## src/cel_sync.sv

```systemverilog
// Functional notes
// [RL1] Bit 15 enables comparator; resets clear.
// [RL2] Result true when noninverting exceeds inverting.
// [RL3] Enabled: branch condition follows comparator result.
// [RL4] Disabled: branch condition follows condition pin.
// [RL5] Enabled: result rising raises rise event.
// [RL6] Enabled: result falling raises fall event.
// [RL7] Rising stops timer if fall flag, enable clear.
// [RL8] Falling starts timer if rise flag and enable clear.
// [RL9] Rise event sets flag bit 6; mask 6.
// [RL10] Rise flag clears on rise vector branch.
// [RL11] Fall flag bit 7, mask 7, branch clears.
// [RL12] Software may set or clear both flags.
// [RL13] Bit 10 starts and stops first timer.
// [RL14] Disabled: pin edges raise events; timer software.
// [RL15] Enabled: pins are comparator inputs, not GPIO.
// [RL16] Software keeps both pins inputs while enabled.
// [RL17] Comparator synchronised twice; one-cycle edge events.
package cel_pkg;
  localparam int unsigned ADDR_W = 8;
  localparam int unsigned DATA_W = 16;
  // Register offsets on the I/O port.
  localparam logic [7:0] PORTD_DIR_OFS = 8'h1C;
  localparam logic [7:0] PORTD_OUT_OFS = 8'h1D;
  localparam logic [7:0] GEN_CTRL_OFS = 8'h38;
  localparam logic [7:0] IFR_OFS = 8'h39;
  localparam logic [7:0] STATUS_OFS = 8'h3A;
  // Field positions.
  localparam int unsigned CMP_EN_BIT = 15;
  localparam int unsigned TMR1_EN_BIT = 10;
  localparam int unsigned RISE_BIT = 6;
  localparam int unsigned FALL_BIT = 7;
  localparam int unsigned INV_PIN_BIT = 4;
  localparam int unsigned NONINV_PIN_BIT = 5;
  localparam int unsigned ST_CMP_BIT = 0;
  localparam int unsigned ST_HWRUN_BIT = 1;
  localparam int unsigned ST_TMRRUN_BIT = 2;
  // Reset values.
  localparam logic [15:0] GEN_CTRL_RST = 16'h0000;
  localparam logic [7:0] PORTD_DIR_RST = 8'h00;
  localparam logic [7:0] PORTD_OUT_RST = 8'h00;
  localparam logic [1:0] FLAGS_RST = 2'h0;
endpackage

// Two-flop synchroniser bank with rise and fall pulses per bit.
module cel_sync #(
  parameter int unsigned W = 1
) (
  input wire logic core_clk,
  input wire logic rst_n,
  input wire logic ce,
  input wire logic [W-1:0] async_in,
  output logic [W-1:0] sync_out,
  output logic [W-1:0] rise_pulse,
  output logic [W-1:0] fall_pulse
);
  logic [W-1:0] meta_q;
  logic [W-1:0] sync_q;
  logic [W-1:0] prev_q;

  // The first stage is read only by the second stage.
  // [RL17] two flop sync
  always_ff @(posedge core_clk or negedge rst_n) begin
    if (!rst_n) begin
      meta_q <= '0;
      sync_q <= '0;
      prev_q <= '0;
    end else if (ce) begin
      meta_q <= async_in;
      sync_q <= meta_q;
      prev_q <= sync_q;
    end
  end

  // Edges compare the synchronised value with its previous sample.
  // [RL17] single cycle edges
  assign sync_out = sync_q;
  assign rise_pulse = sync_q & ~prev_q & {W{ce}};
  assign fall_pulse = ~sync_q & prev_q & {W{ce}};
endmodule

```

## src/cel_top.sv

```systemverilog
// Comparator event logic: comparator sense, branch condition, edge
// interrupts and comparator-driven start and stop of the first timer.
module cel_top (
  input wire logic core_clk,
  input wire logic rst_n,
  input wire logic ce,
  // I/O port register access.
  input wire logic [7:0] reg_addr,
  input wire logic [15:0] reg_wdata,
  input wire logic reg_wr,
  input wire logic reg_rd,
  output logic [15:0] reg_rdata,
  // Analog comparator.
  input wire logic cmp_out_raw,
  output logic cmp_power_en,
  // Shared port pins and the condition pin.
  input wire logic inverting_input_pin_i,
  output logic inverting_input_pin_o,
  output logic inverting_input_pin_oe,
  input wire logic noninverting_input_pin_i,
  output logic noninverting_input_pin_o,
  output logic noninverting_input_pin_oe,
  input wire logic condition_pin_i,
  // CPU side.
  input wire logic rise_vector_taken,
  input wire logic fall_vector_taken,
  output logic comparator_condition,
  output logic rise_interrupt_req,
  output logic fall_interrupt_req,
  output logic first_timer_run
);
  logic [15:0] gen_ctrl_q;
  logic [7:0] portd_dir_q;
  logic [7:0] portd_out_q;
  logic rise_flag_q;
  logic fall_flag_q;
  logic hw_run_q;
  logic [15:0] rdata_q;
  logic [15:0] rdata_d;
  logic [3:0] async_vec;
  logic [3:0] sync_vec;
  logic [3:0] rise_vec;
  logic [3:0] fall_vec;
  logic cmp_en;
  logic tmr_en;
  logic cmp_true;
  logic cmp_rise;
  logic cmp_fall;
  logic rise_event;
  logic fall_event;
  logic timer_stop;
  logic timer_start;
  logic wr_gen;
  logic wr_ifr;
  logic wr_dir;
  logic wr_out;

  // One synchroniser bank for the comparator and the three pins.
  assign async_vec = {condition_pin_i, noninverting_input_pin_i, inverting_input_pin_i, cmp_out_raw};

  cel_sync #(
    .W(4)
  ) u_sync (
    .core_clk(core_clk),
    .rst_n(rst_n),
    .ce(ce),
    .async_in(async_vec),
    .sync_out(sync_vec),
    .rise_pulse(rise_vec),
    .fall_pulse(fall_vec)
  );

  // Write decode for each register.
  assign wr_gen = reg_wr && (reg_addr == cel_pkg::GEN_CTRL_OFS);
  assign wr_ifr = reg_wr && (reg_addr == cel_pkg::IFR_OFS);
  assign wr_dir = reg_wr && (reg_addr == cel_pkg::PORTD_DIR_OFS);
  assign wr_out = reg_wr && (reg_addr == cel_pkg::PORTD_OUT_OFS);

  // General control register; all bits stored, reset to zero.
  // [RL1] enable resets clear
  always_ff @(posedge core_clk or negedge rst_n) begin
    if (!rst_n) begin
      gen_ctrl_q <= cel_pkg::GEN_CTRL_RST;
    end else if (ce && wr_gen) begin
      gen_ctrl_q <= reg_wdata;
    end
  end

  // Port D direction and output data for the shared pins.
  always_ff @(posedge core_clk or negedge rst_n) begin
    if (!rst_n) begin
      portd_dir_q <= cel_pkg::PORTD_DIR_RST;
      portd_out_q <= cel_pkg::PORTD_OUT_RST;
    end else if (ce) begin
      if (wr_dir) begin
        portd_dir_q <= reg_wdata[7:0];
      end
      if (wr_out) begin
        portd_out_q <= reg_wdata[7:0];
      end
    end
  end

  assign cmp_en = gen_ctrl_q[cel_pkg::CMP_EN_BIT];
  assign tmr_en = gen_ctrl_q[cel_pkg::TMR1_EN_BIT];

  // The analog comparator is wired with the noninverting pin on its
  // positive input, so a high output means that pin is the higher one.
  // [RL2] comparator polarity
  assign cmp_true = sync_vec[0];
  assign cmp_power_en = cmp_en;

  // Branch condition source follows the enable bit.
  // [RL3] condition from comparator
  // [RL4] condition from pin
  assign comparator_condition = cmp_en ? cmp_true : sync_vec[3];

  // Comparator transitions only count while the comparator is on.
  // [RL5] rise on transition
  assign cmp_rise = cmp_en && rise_vec[0];
  // [RL6] fall on transition
  assign cmp_fall = cmp_en && fall_vec[0];

  // With the comparator off the pin edges take over the two events.
  // [RL14] pin edge events
  assign rise_event = cmp_en ? cmp_rise : rise_vec[1];
  assign fall_event = cmp_en ? cmp_fall : fall_vec[2];

  // Timer control uses the flags as they stood before the transition.
  // [RL7] stop on rise
  assign timer_stop = cmp_rise && fall_flag_q && !tmr_en;
  // [RL8] start on fall
  assign timer_start = cmp_fall && !rise_flag_q && !tmr_en;

  // Rise flag: an event wins over a vector clear or software write.
  // [RL9] set rise flag
  always_ff @(posedge core_clk or negedge rst_n) begin
    if (!rst_n) begin
      rise_flag_q <= cel_pkg::FLAGS_RST[0];
    end else if (ce) begin
      if (rise_event) begin
        rise_flag_q <= 1'b1;
      end else if (wr_ifr) begin
        // [RL12] software flag write
        rise_flag_q <= reg_wdata[cel_pkg::RISE_BIT];
      end else if (rise_vector_taken) begin
        // [RL10] clear on branch
        rise_flag_q <= 1'b0;
      end
    end
  end

  // Fall flag, same precedence as the rise flag.
  // [RL11] fall flag handling
  always_ff @(posedge core_clk or negedge rst_n) begin
    if (!rst_n) begin
      fall_flag_q <= cel_pkg::FLAGS_RST[1];
    end else if (ce) begin
      if (fall_event) begin
        fall_flag_q <= 1'b1;
      end else if (wr_ifr) begin
        // [RL12] software flag write
        fall_flag_q <= reg_wdata[cel_pkg::FALL_BIT];
      end else if (fall_vector_taken) begin
        fall_flag_q <= 1'b0;
      end
    end
  end

  // Interrupt requests are flag and mask bit together.
  // [RL9] rise mask gate
  assign rise_interrupt_req = rise_flag_q && gen_ctrl_q[cel_pkg::RISE_BIT];
  // [RL11] fall mask gate
  assign fall_interrupt_req = fall_flag_q && gen_ctrl_q[cel_pkg::FALL_BIT];

  // Hardware run state for comparator start and stop. Any write to the
  // general control register hands the timer back to software, and so
  // does switching the comparator off.
  always_ff @(posedge core_clk or negedge rst_n) begin
    if (!rst_n) begin
      hw_run_q <= 1'b0;
    end else if (ce) begin
      if (wr_gen || !cmp_en) begin
        hw_run_q <= 1'b0;
      end else if (timer_start) begin
        hw_run_q <= 1'b1;
      end else if (timer_stop) begin
        hw_run_q <= 1'b0;
      end
    end
  end

  // Enable bit runs the timer; otherwise the hardware state does.
  // [RL13] software timer enable
  assign first_timer_run = tmr_en || hw_run_q;

  // Shared pins drive only while the comparator is off and the
  // direction bit selects output; this also protects against contention.
  // [RL15] pins released when enabled
  assign inverting_input_pin_oe = !cmp_en && portd_dir_q[cel_pkg::INV_PIN_BIT];
  assign noninverting_input_pin_oe = !cmp_en && portd_dir_q[cel_pkg::NONINV_PIN_BIT];
  assign inverting_input_pin_o = portd_out_q[cel_pkg::INV_PIN_BIT];
  assign noninverting_input_pin_o = portd_out_q[cel_pkg::NONINV_PIN_BIT];

  // Read multiplexer; unmapped addresses read zero.
  always_comb begin
    rdata_d = 16'h0000;
    unique case (reg_addr)
      cel_pkg::GEN_CTRL_OFS: begin
        rdata_d = gen_ctrl_q;
      end
      cel_pkg::IFR_OFS: begin
        rdata_d[cel_pkg::RISE_BIT] = rise_flag_q;
        rdata_d[cel_pkg::FALL_BIT] = fall_flag_q;
      end
      cel_pkg::PORTD_DIR_OFS: begin
        rdata_d = {8'h00, portd_dir_q};
      end
      cel_pkg::PORTD_OUT_OFS: begin
        rdata_d = {8'h00, portd_out_q};
      end
      cel_pkg::STATUS_OFS: begin
        rdata_d[cel_pkg::ST_CMP_BIT] = cmp_true;
        rdata_d[cel_pkg::ST_HWRUN_BIT] = hw_run_q;
        rdata_d[cel_pkg::ST_TMRRUN_BIT] = first_timer_run;
      end
      default: begin
        rdata_d = 16'h0000;
      end
    endcase
  end

  // Read data stand in the cycle after the read strobe only.
  always_ff @(posedge core_clk or negedge rst_n) begin
    if (!rst_n) begin
      rdata_q <= 16'h0000;
    end else if (ce) begin
      rdata_q <= reg_rd ? rdata_d : 16'h0000;
    end
  end

  assign reg_rdata = rdata_q;
endmodule

```

## config.mk

```make
export PLATFORM = sky130hd
export DESIGN_NAME = cel_top
export DESIGN_NICKNAME = d
export VERILOG_FILES = /design/src/cel_sync.sv /design/src/cel_top.sv
export SDC_FILE = /design/constraint.sdc
export NUM_CORES = 1
export LEC_CHECK = 0
export BUFFER_PORTS_ARGS = -buffer_cell sky130_fd_sc_hd__buf_2
export CAP_MARGIN = 5
export CORE_MARGIN = 2
export CORE_UTILIZATION = 54
export DETAILED_ROUTE_END_ITERATION = 8
export PLACE_DENSITY_LB_ADDON = 0.3
export SYNTH_ARGS = -nofsm -noshare
export SYNTH_HDL_FRONTEND = slang
export SYNTH_SLANG_ARGS = --single-unit
```

## constraint.sdc

```tcl
create_clock -name core_clk -period 1.6 [get_ports core_clk]
set_clock_uncertainty 0.05 [all_clocks]
set_input_delay 0.08 -clock core_clk [delete_from_list [all_inputs] [get_ports core_clk]]
set_output_delay 0.08 -clock core_clk [all_outputs]
set_load 0.02 [all_outputs]
```

==> results_dict.tcl <==
set metrics [dict create \
    grt_pass1_wl_um 9960 \
    synthArstFlopShare 1.00 \
    yosys.area.top_type_share 0.544 \
    cp_cell_sequence "nand2_1, o21ai_0, buf_2" \
    ant_nets 0 \
    crit_path_end_kind "primary output" \
    yosys_warnings 0 \
    start_util 0.559 \
    yosys-top-cells-area "dfrtp_1 (54%), mux2_2 (12%), mux2_4 (5.3%)" \
    synth_edf_count 0 \
    finalCritPeriodShare 0.906 \
    outcome "finished, final reports clean" \
    startpoint_type "flop" \
    critical_path_required_ns 1.47 \
    period_minus_slack_ns 1.45 \
    worst_pin_slew_ns 0.393 \
    die_w_um 76.7 \
    cts_root_buf "clkbuf_8" \
    grt_setup_unrepaired "false" \
    r2r_end "reg_rdata[2]$_DFFE_PN0P_" \
    clk_pin_slew_worst_paths_ns 0.07 \
    ys.flop_type "dfrtp_1" \
    whs_path_depth 4 \
    cp_num_buf_inv 1 \
    syn-cell-area_um2 2850 \
    fillers 376 \
    avgSynthCellArea_um2 13.3 \
    hold_end "fall_flag_q$_DFFE_PN0P_" \
    core_area_um2 5110 \
    io_pins 60 \
    setup-tns-final_ns 0 \
    syn_to_final_growth_pct 28.2 \
    overflow 0 \
    drv_slew 0 \
    drt-initial-drc-count 108 \
    p_leak_nw 1.85 \
    syn-num-nets 249 \
    drc 0 \
    place_inst 340 \
    dieArea_um2 5880 \
    synth_cells 214 \
    cts_buffer_depth 2 \
    vias 2061 \
    hold_path_class "in2reg" \
    max_slew_margin 0.735 \
    final_nets 338 \
    drive_gt1_frac 0.425 \
    p_per_area_nw_per_um2 932 \
    instances_no_fill 378 \
    critical_path_class "reg2out" \
    post_cts_resized 0 \
    wl_per_cell_um 15.8 \
    grt_max_degree 63 \
    max_cap_viol_count 0 \
    fp.dieH_um 76.7 \
    routed_wl_um 5970 \
    synth.distinct_cells 43 \
    slowest_stage "dfrtp_1" \
    critPathTopFamily "flip-flops" \
    portBuffers 59 \
    synth_area_leader_cell "dfrtp_1" \
    avgViaCountPerCell 5.45 \
    multi_input_area_um2 1200 \
    rrSetupSlack_ns 0.20 \
    reg2reg_from "hw_run_q$_DFFE_PN0P_" \
    grtUsageTotal 0.222 \
    peakVddDrop_v 0.000702 \
    globalplace.congestion 0.855 \
    cts_sinks 62 \
    crit_cells 3 \
    fmax_mhz 690 \
    synth-seq-area-share 0.544 \
    reg2reg_depth 4 \
    setup_viol 0 \
    holdCritStartpoint "fall_vector_taken" \
    drt-pass1-iter-count 4 \
    seqCellArea_um2 1550 \
    antenna_cells 0 \
    cpPeakStageDelay_ns 0.56 \
    insertion_delay_ns 0.34 \
    finalHoldViolations 0 \
    cts_tree "yes" \
    crit_fanout 11 \
    antenna_found_initial 0 \
    critPathArrivalTime_ns 1.32 \
    fp-row-count 26 \
    cts_buffers 9 \
    hpwlAfterDp_um 4190 \
    grt_pass1_vias 2083 \
    htree_num_levels 3 \
    synth-seq-cells 62 \
]
-- flip-flops by register name, indices dropped and copies added (netlist names) --
| signal | count |
|---|---|
| fall_flag_q | 1 |
| u_sync.sync_out | 4 |
| reg_rdata | 16 |
| u_sync.prev_q | 3 |
| gen_ctrl_q | 16 |
| portd_dir_q | 8 |
| u_sync.meta_q | 4 |
| rise_flag_q | 1 |
| portd_out_q | 8 |
| hw_run_q | 1 |
-- cells by family (layout without fill, tap and decap cells) --
| family | count (synthesis) | in the layout | synth area share |
|---|---|---|---|
| AOI/OAI and AO/OA | 41 | 41 | 0.108 |
| buffers and inverters | 18 | 112 | 0.0360 |
| muxes | 50 | 50 | 0.207 |
| DFF | 62 | 62 | 0.544 |
| and+or+nand+nor | 43 | 43 | 0.105 |
-- metrics by stage --
step | hold slack [ns] | total power [mW] | worst slack (ns) | area (µm²) | utilization
2_1_floorplan | -0.266 | 1.87 | 0.208 | 2850 | -
3_3_place_gp | 0.0657 | 2.01 | 0.0660 | 3240 | 0.634
3_5_place_dp | 0.0615 | 2.02 | 0.0762 | 3240 | 0.634
4_1_cts | 0.0147 | 3.45 | 0.124 | 3660 | 0.716
5_1_grt | 0.0337 | 3.56 | 0.0796 | 3660 | 0.716
6_report | 0.0154 | 3.41 | 0.151 | 3660 | 0.716
-- tightest hold or removal path: stages --
cell	delay, ns
buf_2	0.08
nand2_1	0.04
nand3_1	0.07
o211ai_1	0.08
-- how the worst max path moves through the flow --
stage,slack [ns],from,to
after floorplan,0.21,gen_ctrl_q[10]$_DFFE_PN0P_,reg_rdata[2]$_DFFE_PN0P_
after global placement,0.07,reg_addr[7],reg_rdata[14]$_DFFE_PN0P_
after detailed placement,0.08,reg_addr[7],reg_rdata[14]$_DFFE_PN0P_
after CTS,0.12,gen_ctrl_q[15]$_DFFE_PN0P_,comparator_condition
after global routing,0.08,gen_ctrl_q[15]$_DFFE_PN0P_,comparator_condition
final,0.15,gen_ctrl_q[15]$_DFFE_PN0P_,comparator_condition
-- cell usage after synthesis (3+ instances only) --
cell type	n
a21oi_1	4
a22o_1	11
a32o_1	3
a32oi_1	3
and2_1	5
buf_2	4
clkbuf_1	4
dfrtp_1	62
inv_1	5
mux2_2	31
mux2_4	10
mux2i_1	9
nand2_1	6
nand3_1	4
nor2_1	7
nor2b_1	5
o21ai_0	7
o22ai_1	3
o2bb2ai_1	3
-- placed cells by master, fill, tap and decap left out, types with 6 or more instances in the layout --
master	n
o21ai_0	7
nand2_1	6
buf_4	8
dfrtp_1	62
clkbuf_8	11
mux2_4	10
a22o_1	11
nor2_1	7
buf_2	59
mux2_2	31
dlygate4sd3_1	22
mux2i_1	9
-- area by class of cell --
class,count,share of cell area
Sequential cell,62,0.424
Multi-Input combinational cell,134,0.328
Timing Repair Buffer,90,0.163
Clock buffer,13,0.0434
Tap cell,70,0.0239
Clock inverter,3,0.0116
Inverter,6,0.00616
-- power by group --
group          internal, mW  switching, mW  leakage (nW)
registers              1.64         0.0563         0.837
clock network         0.803          0.576        0.0996
logic                 0.176          0.157         0.911
-- layer usage --
layer,up-vias,track usage,part of all wire
met3,9,0.0412,0.050
met1,1020,0.292,0.43
li1,975,-,-
met2,57,0.349,0.51
met5,-,0,0
met4,0,0.120,0.016
-- what timing repair did --
item,in CTS,in global routing
buffers inserted,0,0
endpoints found under the hold margin,100,0
hold buffers,22,0
Note: power is estimated with default switching activity, not from simulation.
